File: src/hw/rcm_defs.svh
`ifndef RCM_DEFS_SVH
`define RCM_DEFS_SVH

// =====================================================================
// register offsets
`define RCM_REG_CTRL      8'h00
`define RCM_REG_STATIC    8'h04
`define RCM_REG_SCALE     8'h08
`define RCM_REG_WARN_PCT  8'h0c
`define RCM_REG_TMIN      8'h10
`define RCM_REG_NSTEPS    8'h14
`define RCM_REG_FLAGS     8'h18
`define RCM_REG_LIMIT     8'h1c
`define RCM_REG_WARN_THR  8'h20
`define RCM_REG_IRQ_STAT  8'h24
`define RCM_REG_IRQ_MASK  8'h28
`define RCM_REG_ACK       8'h2c
`define RCM_REG_STEP_THR  8'h40
`define RCM_REG_STEP_OFS  8'h80

// =====================================================================
// sizes and field positions
`define RCM_NUM_STEPS     10
`define RCM_NSTEP_W       4
`define RCM_SEL_W         6
`define RCM_CTRL_MODE_LO  0
`define RCM_CTRL_SEL_LO   4
`define RCM_CTRL_BRK_EN   12
`define RCM_CTRL_BRK_CH_LO 16
`define RCM_NUM_MF        4
`define RCM_IRQ_W         5
`define RCM_ALARM_TMIN_RST 32'h0000_0019

`endif

File: src/hw/rcm_pkg.sv
package rcm_pkg;

    typedef enum logic [1:0] {
        RCM_MODE_STATIC,
        RCM_MODE_DYNAMIC,
        RCM_MODE_STEPWISE
    } rcm_mode_t;

    typedef struct packed {
        logic [1:0]  mode;
        logic [5:0]  ref_sel;
        logic        brk_en;
        logic [3:0]  brk_mf_en;
    } rcm_ctrl_t;

    typedef struct packed {
        logic        warn;
        logic        over;
        logic        alarm;
        logic        brk;
    } rcm_flags_t;

    typedef struct packed {
        rcm_ctrl_t              ctrl;
        logic [31:0]            static_offset;
        logic [15:0]            scale;
        logic [7:0]             warn_pct;
        logic [31:0]            tmin;
        logic [3:0]             nsteps;
        logic [9:0][31:0]       step_thresholds;
        logic [9:0][31:0]       step_offsets;
        logic [31:0]            limit;
        logic [31:0]            warn_thr;
        logic [31:0]            tcnt;
        rcm_flags_t             flags;
        logic [4:0]             irq_stat;
        logic [4:0]             irq_mask;
        logic [31:0]            rdata;
    } rcm_state_t;

endpackage : rcm_pkg

File: src/hw/rcm_monitor.sv
// Notes on behaviour
// - limit from static, dynamic or stepwise mode, chosen by software
// - static mode: limit is a constant; current above it is a violation
// - dynamic mode: limit is reference times scale plus static offset
// - stepwise mode: up to ten ascending reference thresholds with offsets
// - stepwise limit: static offset plus offset of highest exceeded step
// - stepwise with no thresholds configured: just the static offset
// - step offsets may fall as threshold rises; no ordering enforced
// - reference chosen among multifunction, basic and module channels
// - warning threshold is a configured percentage of the active limit
// - warning flag set when current rises above warning threshold
// - overcurrent flag set when current rises above the limit
// - alarm set only after exceedance lasts longer than minimum time
// - overcurrent flag clears once current is back at or below limit
// - warning flag clears once current is back at or below warning
// - alarm stays set until acknowledged by the operator side
// - optional cable break check on multifunction transformer inputs
//
// The register addresses and the plain strobed port were decided locally.
`timescale 1ns/1ps
`default_nettype none
`include "rcm_defs.svh"

module rcm_monitor
    import rcm_pkg::*;
(
    input  wire logic        sys_clk,
    input  wire logic        rst,
    input  wire logic [7:0]  reg_addr,
    input  wire logic [31:0] reg_wdata,
    input  wire logic        reg_wr,
    input  wire logic        reg_rd,
    output logic [31:0]      reg_rdata,
    input  wire logic [31:0] rc_value,
    input  wire logic        rc_valid,
    input  wire logic [63:0][15:0] ref_values,
    input  wire logic        ref_valid,
    input  wire logic [3:0]  mf_open,
    input  wire logic        ack_pulse,
    output logic             warn_flag,
    output logic             over_flag,
    output logic             alarm_flag,
    output logic             brk_flag,
    output logic             irq
);

    // =================================================================
    // state
    rcm_state_t s_q;
    rcm_state_t s_d;

    logic [3:0] mf_open_m_q;
    logic [3:0] mf_open_s_q;

    // =================================================================
    // pin synchroniser for the transformer open-circuit detectors
    always_ff @(posedge sys_clk or posedge rst)
    begin
        if (rst)
        begin
            mf_open_m_q <= 4'h0;
            mf_open_s_q <= 4'h0;
        end
        else
        begin
            mf_open_m_q <= mf_open;
            mf_open_s_q <= mf_open_m_q;
        end
    end

    // =================================================================
    // limit computation helpers
    logic [15:0] ref_now;
    logic [47:0] dyn_prod;
    logic [31:0] step_add;
    logic [9:0]  step_hit;
    logic [39:0] warn_prod;
    logic [31:0] lim_new;
    logic [31:0] warn_new;

    assign ref_now  = ref_values[s_q.ctrl.ref_sel];
    assign dyn_prod = {16'h0000, s_q.scale} * {32'h0000_0000, ref_now};

    genvar gi;
    generate
        for (gi = 0; gi < `RCM_NUM_STEPS; gi++)
        begin : g_step
            assign step_hit[gi] = (gi < s_q.nsteps) &&
                ({16'h0000, ref_now} > s_q.step_thresholds[gi]);
        end
    endgenerate

    always_comb
    begin
        step_add = 32'h0000_0000;
        for (int i = 0; i < `RCM_NUM_STEPS; i++)
        begin
            // offsets taken as given
            // later steps override earlier ones
            if (step_hit[i])
            begin
                step_add = s_q.step_offsets[i];
            end
        end
    end

    always_comb
    begin
        case (rcm_mode_t'(s_q.ctrl.mode))
            RCM_MODE_DYNAMIC:
                lim_new = s_q.static_offset + dyn_prod[31:0];
            RCM_MODE_STEPWISE:
                lim_new = s_q.static_offset + step_add;
            default:
                lim_new = s_q.static_offset;
        endcase
    end

    // warning threshold as percentage of limit
    assign warn_prod = {8'h00, lim_new} * {32'h0000_0000, s_q.warn_pct};
    assign warn_new  = 32'((warn_prod) / 40'd100);

    // =================================================================
    // next-state logic
    logic       above_lim;
    logic       above_warn;
    logic       brk_now;
    logic [4:0] ev;
    logic [31:0] lim_use;
    logic [31:0] warn_use;

    always_comb
    begin
        s_d = s_q;
        ev  = 5'h00;

        // =============================================================
        // limit refresh
        // refresh limits per reference sample
        if (ref_valid)
        begin
            s_d.limit    = lim_new;
            s_d.warn_thr = warn_new;
        end
        lim_use  = s_d.limit;
        warn_use = s_d.warn_thr;

        above_lim  = rc_value > lim_use;
        above_warn = rc_value > warn_use;

        // =============================================================
        // flag evaluation on each residual current sample
        if (rc_valid)
        begin
            if (above_warn && !s_q.flags.warn)
            begin
                ev[0] = 1'b1;
            end
            s_d.flags.warn = above_warn;
            if (above_lim && !s_q.flags.over)
            begin
                ev[1] = 1'b1;
            end
            s_d.flags.over = above_lim;
        end

        // =============================================================
        // exceedance timer and alarm
        // exceedance timer, restart on drop
        if (!s_d.flags.over)
        begin
            s_d.tcnt = 32'h0000_0000;
        end
        else if (s_q.tcnt <= s_q.tmin)
        begin
            // stops one past the minimum time
            s_d.tcnt = s_q.tcnt + 32'h0000_0001;
        end

        if (ack_pulse ||
            (reg_wr && reg_addr == `RCM_REG_ACK && reg_wdata[0]))
        begin
            s_d.flags.alarm = 1'b0;
        end
        if (s_d.flags.over && s_q.tcnt > s_q.tmin && !s_q.flags.alarm)
        begin
            s_d.flags.alarm = 1'b1;
            ev[2] = 1'b1;
        end

        // =============================================================
        // cable break
        // cable break check
        brk_now = s_q.ctrl.brk_en && |(mf_open_s_q & s_q.ctrl.brk_mf_en);
        if (brk_now && !s_q.flags.brk)
        begin
            ev[3] = 1'b1;
        end
        if (!brk_now && s_q.flags.brk)
        begin
            ev[4] = 1'b1;
        end
        s_d.flags.brk = brk_now;

        // =============================================================
        // register writes
        // unmapped addresses are ignored
        if (reg_wr)
        begin
            if (reg_addr == `RCM_REG_CTRL)
            begin
                s_d.ctrl.mode      = reg_wdata[1:0];
                s_d.ctrl.ref_sel   = reg_wdata[9:4];
                s_d.ctrl.brk_en    = reg_wdata[`RCM_CTRL_BRK_EN];
                s_d.ctrl.brk_mf_en = reg_wdata[19:16];
            end
            else if (reg_addr == `RCM_REG_STATIC)
            begin
                s_d.static_offset = reg_wdata;
            end
            else if (reg_addr == `RCM_REG_SCALE)
            begin
                s_d.scale = reg_wdata[15:0];
            end
            else if (reg_addr == `RCM_REG_WARN_PCT)
            begin
                s_d.warn_pct = reg_wdata[7:0];
            end
            else if (reg_addr == `RCM_REG_TMIN)
            begin
                s_d.tmin = reg_wdata;
            end
            else if (reg_addr == `RCM_REG_NSTEPS)
            begin
                if (reg_wdata[3:0] > 4'ha)
                begin
                    // a count above ten in bits 3:0 is clipped to ten
                    s_d.nsteps = 4'ha;
                end
                else
                begin
                    s_d.nsteps = reg_wdata[3:0];
                end
            end
            else if (reg_addr == `RCM_REG_IRQ_MASK)
            begin
                s_d.irq_mask = reg_wdata[4:0];
            end
            else if (reg_addr >= `RCM_REG_STEP_THR &&
                     reg_addr < `RCM_REG_STEP_THR + 8'h28)
            begin
                s_d.step_thresholds[4'(reg_addr[5:2])] = reg_wdata;
            end
            else if (reg_addr >= `RCM_REG_STEP_OFS &&
                     reg_addr < `RCM_REG_STEP_OFS + 8'h28)
            begin
                s_d.step_offsets[4'(reg_addr[5:2])] = reg_wdata;
            end
        end

        // =============================================================
        // sticky status: write one clears, set wins
        if (reg_wr && reg_addr == `RCM_REG_IRQ_STAT)
        begin
            s_d.irq_stat = s_q.irq_stat & ~reg_wdata[4:0];
        end
        s_d.irq_stat = s_d.irq_stat | ev;

        // =============================================================
        // read data, valid the cycle after the strobe
        // unmapped addresses read back zero
        s_d.rdata = 32'h0000_0000;
        if (reg_rd)
        begin
            if (reg_addr == `RCM_REG_CTRL)
            begin
                s_d.rdata = {12'h000, s_q.ctrl.brk_mf_en, 3'h0,
                             s_q.ctrl.brk_en, 2'h0, s_q.ctrl.ref_sel,
                             2'h0, s_q.ctrl.mode};
            end
            else if (reg_addr == `RCM_REG_STATIC)
            begin
                s_d.rdata = s_q.static_offset;
            end
            else if (reg_addr == `RCM_REG_SCALE)
            begin
                s_d.rdata = {16'h0000, s_q.scale};
            end
            else if (reg_addr == `RCM_REG_WARN_PCT)
            begin
                s_d.rdata = {24'h00_0000, s_q.warn_pct};
            end
            else if (reg_addr == `RCM_REG_TMIN)
            begin
                s_d.rdata = s_q.tmin;
            end
            else if (reg_addr == `RCM_REG_NSTEPS)
            begin
                s_d.rdata = {28'h000_0000, s_q.nsteps};
            end
            else if (reg_addr == `RCM_REG_FLAGS)
            begin
                s_d.rdata = {28'h000_0000, s_q.flags.brk, s_q.flags.alarm,
                             s_q.flags.over, s_q.flags.warn};
            end
            else if (reg_addr == `RCM_REG_LIMIT)
            begin
                s_d.rdata = s_q.limit;
            end
            else if (reg_addr == `RCM_REG_WARN_THR)
            begin
                s_d.rdata = s_q.warn_thr;
            end
            else if (reg_addr == `RCM_REG_IRQ_STAT)
            begin
                s_d.rdata = {27'h000_0000, s_q.irq_stat};
            end
            else if (reg_addr == `RCM_REG_IRQ_MASK)
            begin
                s_d.rdata = {27'h000_0000, s_q.irq_mask};
            end
            else if (reg_addr >= `RCM_REG_STEP_THR &&
                     reg_addr < `RCM_REG_STEP_THR + 8'h28)
            begin
                s_d.rdata = s_q.step_thresholds[4'(reg_addr[5:2])];
            end
            else if (reg_addr >= `RCM_REG_STEP_OFS &&
                     reg_addr < `RCM_REG_STEP_OFS + 8'h28)
            begin
                s_d.rdata = s_q.step_offsets[4'(reg_addr[5:2])];
            end
        end
    end

    // =================================================================
    // state register
    always_ff @(posedge sys_clk or posedge rst)
    begin
        if (rst)
        begin
            s_q      <= '0;
            s_q.tmin <= `RCM_ALARM_TMIN_RST;
        end
        else
            s_q <= s_d;
    end

    // =================================================================
    // outputs
    assign reg_rdata  = s_q.rdata;
    assign warn_flag  = s_q.flags.warn;
    assign over_flag  = s_q.flags.over;
    assign alarm_flag = s_q.flags.alarm;
    assign brk_flag   = s_q.flags.brk;
    assign irq        = |(s_q.irq_stat & s_q.irq_mask);

endmodule : rcm_monitor
`default_nettype wire

File: config.mk
export PLATFORM = sky130hd
export DESIGN_NAME = rcm_monitor
export DESIGN_NICKNAME = d
export VERILOG_FILES = /design/src/hw/rcm_pkg.sv /design/src/hw/rcm_monitor.sv
export VERILOG_INCLUDE_DIRS = /design/src /design/src/hw
export SDC_FILE = /design/constraint.sdc
export NUM_CORES = 2
export LEC_CHECK = 0
export ABC_AREA = 1
export BUFFER_PORTS_ARGS = -buffer_cell sky130_fd_sc_hd__buf_2
export CAP_MARGIN = 20
export CELL_PAD_IN_SITES_DETAIL_PLACEMENT = 1
export CELL_PAD_IN_SITES_GLOBAL_PLACEMENT = 1
export CORE_UTILIZATION = 39
export CTS_CLUSTER_SIZE = 20
export DETAILED_ROUTE_END_ITERATION = 6
export PLACE_DENSITY_LB_ADDON = 0.08
export SLEW_MARGIN = 15
export SYNTH_ARGS = -nofsm -noshare
export SYNTH_HDL_FRONTEND = slang
export SYNTH_SLANG_ARGS = --single-unit
File: constraint.sdc
create_clock -name sys_clk -period 34 [get_ports sys_clk]
set_input_delay 10.2 -clock sys_clk [delete_from_list [all_inputs] [get_ports sys_clk]]
set_output_delay 10.2 -clock sys_clk [all_outputs]
set_load 0.01 [all_outputs]
==> results <==
- The number of hold violations in the final report is 0.
- The initial antenna violation count was 134.
- After global routing the overflow that remains totals 0.
- The number of placement rows is 167.
- The clock buffer count from CTS is 103.
- By count the netlist is led by 1,965 x sky130_fd_sc_hd__nand2_1, 1,812 x sky130_fd_sc_hd__o21ai_0, 1,211 x sky130_fd_sc_hd__inv_1.
- Entering global routing, the biggest net connects 212 pins.
- After filler insertion, the fill cell instance count of the layout stands at 26,000.
- After synthesis, the largest area contributor takes up 27.2% of total cell area.
- Setup slack on the critical path of the routed design comes to -5.83 ns.
- Summing the sequential cell areas from Yosys gives 27.3% of the chip area.
- The maximum clock insertion buffer count is 3.
- The violation count after the first detailed-routing iteration is 11,300.
- Across the run, the number of max-cap violations was 0.
- The checks that failed: setup timing.
- The cell depth of the worst hold path is 0.
- The count of state elements after synthesis is 895.
- The cell at the slowest stage of the critical path is sky130_fd_sc_hd__o211ai_1.
- The clock-pin slew reported for the worst setup and hold paths after clock tree synthesis is 0.07 ns.
- The critical register-to-register path startpoint is s_q[879].
- Based on the critical path, the design can be clocked at up to 25.1 MHz.
- The most common cell type on the critical path is sky130_fd_sc_hd__nand2_4.
- The category of the worst setup path launch point is an input pin.
- For this run, the post-layout net count is 15,300.
- For this run, the leading register cell type out of synthesis is sky130_fd_sc_hd__dfrtp_1.
- At the later pin of the worst-skew pair, clock insertion delay measures 0.78 ns.
- Buffers inserted to repair hold after CTS numbered 0.
- Setup slack on the worst reg-to-reg path comes out at 1.65 ns.
- The run finished, with violations left.
- Counting flops with a built-in enable in the synthesized netlist gives 0.
- The flip-flop and latch area is 22,400 sq um.
- The most common cell in the synthesized netlist is sky130_fd_sc_hd__nand2_1.
- The synthesized netlist cell count is 11,300.
- The max-slew headroom at the worst pin is 15.1%.
- The worst setup path is captured at a flop.
- Once the floorplan was initialized, standard cells occupied 39.4% of the core.
- The worst endpoint data arrival time is 40.45 ns.
- The post-route netlist has 29.3% of its cells at a drive strength greater than 1.
- The max-slew violation total from the final report is 0.
- The final HPWL from detailed placement is 390,000 um.
- The post-route clock period utilization is 117%.
- The core region is 208,000 sq um.
- Dividing the detail-routed wire length by the instance count gives 31.8 um.
- The via count of the first global-routing pass is 99,700.
- Dividing the synthesized area by the synthesized cell count gives 7.25 sq um.
- At the placement stage, the worst setup path has a slack of -7.59 ns.
- The detailed router placed 99,600 vias in this run.
- The synthesized cell area is 81,900 sq um.
- The end point of the worst hold path is mf_open_s_q[1].
- Setup violations remaining at the end of the flow were counted as 14.
- The global-route wire length before repair is 734,000 um.
- Of all cell types, the one taking the most synthesized area is sky130_fd_sc_hd__dfrtp_1.
- Across the routed clock network, the largest skew measured is 0.0414 ns.
- On the worst path, the slowest cell contributes a delay of 0.88 ns.
- The number of optimization iterations in the first detailed-route pass is 6.
- Setup repair after global routing could not meet its margin everywhere.
- The CTS H-tree depth is 3.
- The post-route minimum period is 39.83 ns.
- In this run the worst setup path begins at ref_values[87].
- During I/O placement, the number of pins put on the boundary was 1,144.
- The cell at the root of the clock tree is sky130_fd_sc_hd__clkbuf_16.
- The async set or reset register ratio after synthesis is 100%.
- The endpoint identified for the worst register-to-register timing path is s_q[37].
- The post-detailed-route via-to-cell ratio is 6.12.
- The floorplan step defined a die boundary enclosing 212,000 sq um.
- The die is 460 um wide.
- Across every metal layer, demand over resource in global routing totals 48.3%.
- The worst-margin pin slew is 1.26 ns.
- STA puts the critical path data required time at 34.62 ns.
- The number of remaining DRC errors is 0.
- Measured along the y axis, the die boundary spans 460 um.
- The congestion estimate from routability-driven global placement came to 1.05.
- The critical path is of the in2reg type.
- The count of cell types in the netlist is 79.
- The remaining antenna violation count after routing is 0.
- The tightest min-delay check is of the reg2reg type.
- The largest fanout on the critical path is 7.
- In this run the most critical hold path is launched from mf_open_m_q[1].
- In the final layout, the multi-input gates occupy 55,600 sq um.
- Counting every sink on the clock net gives 895.
- By area the synthesized netlist is led by sky130_fd_sc_hd__dfrtp_1 27%, sky130_fd_sc_hd__o21ai_0 11%, sky130_fd_sc_hd__fa_1 9.9%, sky130_fd_sc_hd__nand2_1 9.0%, sky130_fd_sc_hd__ha_1 6.9%.
- The CTS tree is done.
- For this run, the number of Yosys warnings is 0.
- The cell depth of the worst flop-to-flop path is 233.
- The signed area change from the synthesized netlist to the final layout is 32.8%.
- The total nets after synthesis is 13,300.
- The count of buffers from port buffering is 1,143.
- The routed design has 518,000 um of wire.
final cells by class:
class	count	area share (%)
diodes	73	0.168
inverters	1297	4.58
well taps	2788	3.20
flip-flops and latches	895	20.6
clock inverters	44	0.535
clock buffers	144	2.72
multi-input cells	8375	51.1
repair buffers	2663	17.1
what timing repair did:
| item | 4_1_cts | 5_1_grt |
|---|---|---|
| resized for setup | 593 | 343 |
| buffers inserted | 184 | 67 |
| pin swaps | 296 | 256 |
| cloned | 2 | 0 |
| endpoints found under the setup margin | 17 | 18 |
metal layers:
layer  up-vias  global-route usage, %  routed length (um)
met5         -                  0.896                 727
met4        64                   36.7               45800
met3      1543                   21.9               63500
met2      5729                   67.4              215000
met1     50200                   57.5              193000
li1      42100                      -                   -
critical path, delay by kind of cell:
family | cells | cell delay (ns)
simple gates | 173 | 17.68
compound gates | 38 | 6.03
fa+ha+maj | 8 | 3.18
buf+inv | 21 | 2.75
xor+xnor | 2 | 0.43
stage by stage:
stage               std cells  util (%)  setup TNS, ns  instance area, sq um  hold slack [ns]
detailed placement      15800      47.7         -69.72                 99100            0.455
CTS                     16100      51.2         -27.59                107000            0.477
floorplan               11300         -          -3.45                 82400            0.331
global route            16200      52.3         -62.52                109000            0.475
finish                  16300      52.4         -42.21                109000            0.469
global placement        15800      47.6         -63.75                 99000            0.462
cells by family after synthesis:
kind of cell / Yosys count / synth area share [%]
DFF: 895 / 27.3
xor gates and xnor gates: 62 / 0.708
and+or+nand+nor: 4251 / 23.2
AOI/OAI and AO/OA: 3206 / 22.4
buffers and inverters: 2030 / 9.53
adders and majority gates: 856 / 16.8
flip-flops by register name, indices dropped and copies added, names as in the netlist:
register and flops:
reg_rdata 32, mf_open_s_q 4, mf_open_m_q 4, warn_flag 1, s_q 851, over_flag 1, brk_flag 1, alarm_flag 1
how the worst max path moves through the flow:
stage / end / cells after the start
floorplan: warn_flag / 245
global route: s_q[37] / 245
global placement: s_q[37] / 247
finish: s_q[37] / 242
detailed placement: warn_flag / 246
CTS: warn_flag / 251
cell usage in the layout, fill, tap and decap left out, types with 239 or more instances in the layout:
cell	n
sky130_fd_sc_hd__fa_1	400
sky130_fd_sc_hd__buf_2	1137
sky130_fd_sc_hd__nand2_2	239
sky130_fd_sc_hd__nand3_1	393
sky130_fd_sc_hd__buf_4	1362
sky130_fd_sc_hd__nor2_1	1123
sky130_fd_sc_hd__dfrtp_1	887
sky130_fd_sc_hd__nand2_1	1832
sky130_fd_sc_hd__ha_1	414
sky130_fd_sc_hd__o22ai_1	443
sky130_fd_sc_hd__inv_1	1161
sky130_fd_sc_hd__o21ai_0	1699
sky130_fd_sc_hd__a21oi_1	251
Power is left out: the tool's default activity adds up to more than one toggle a clock period on the data nets, which glitch-free logic cannot reach.
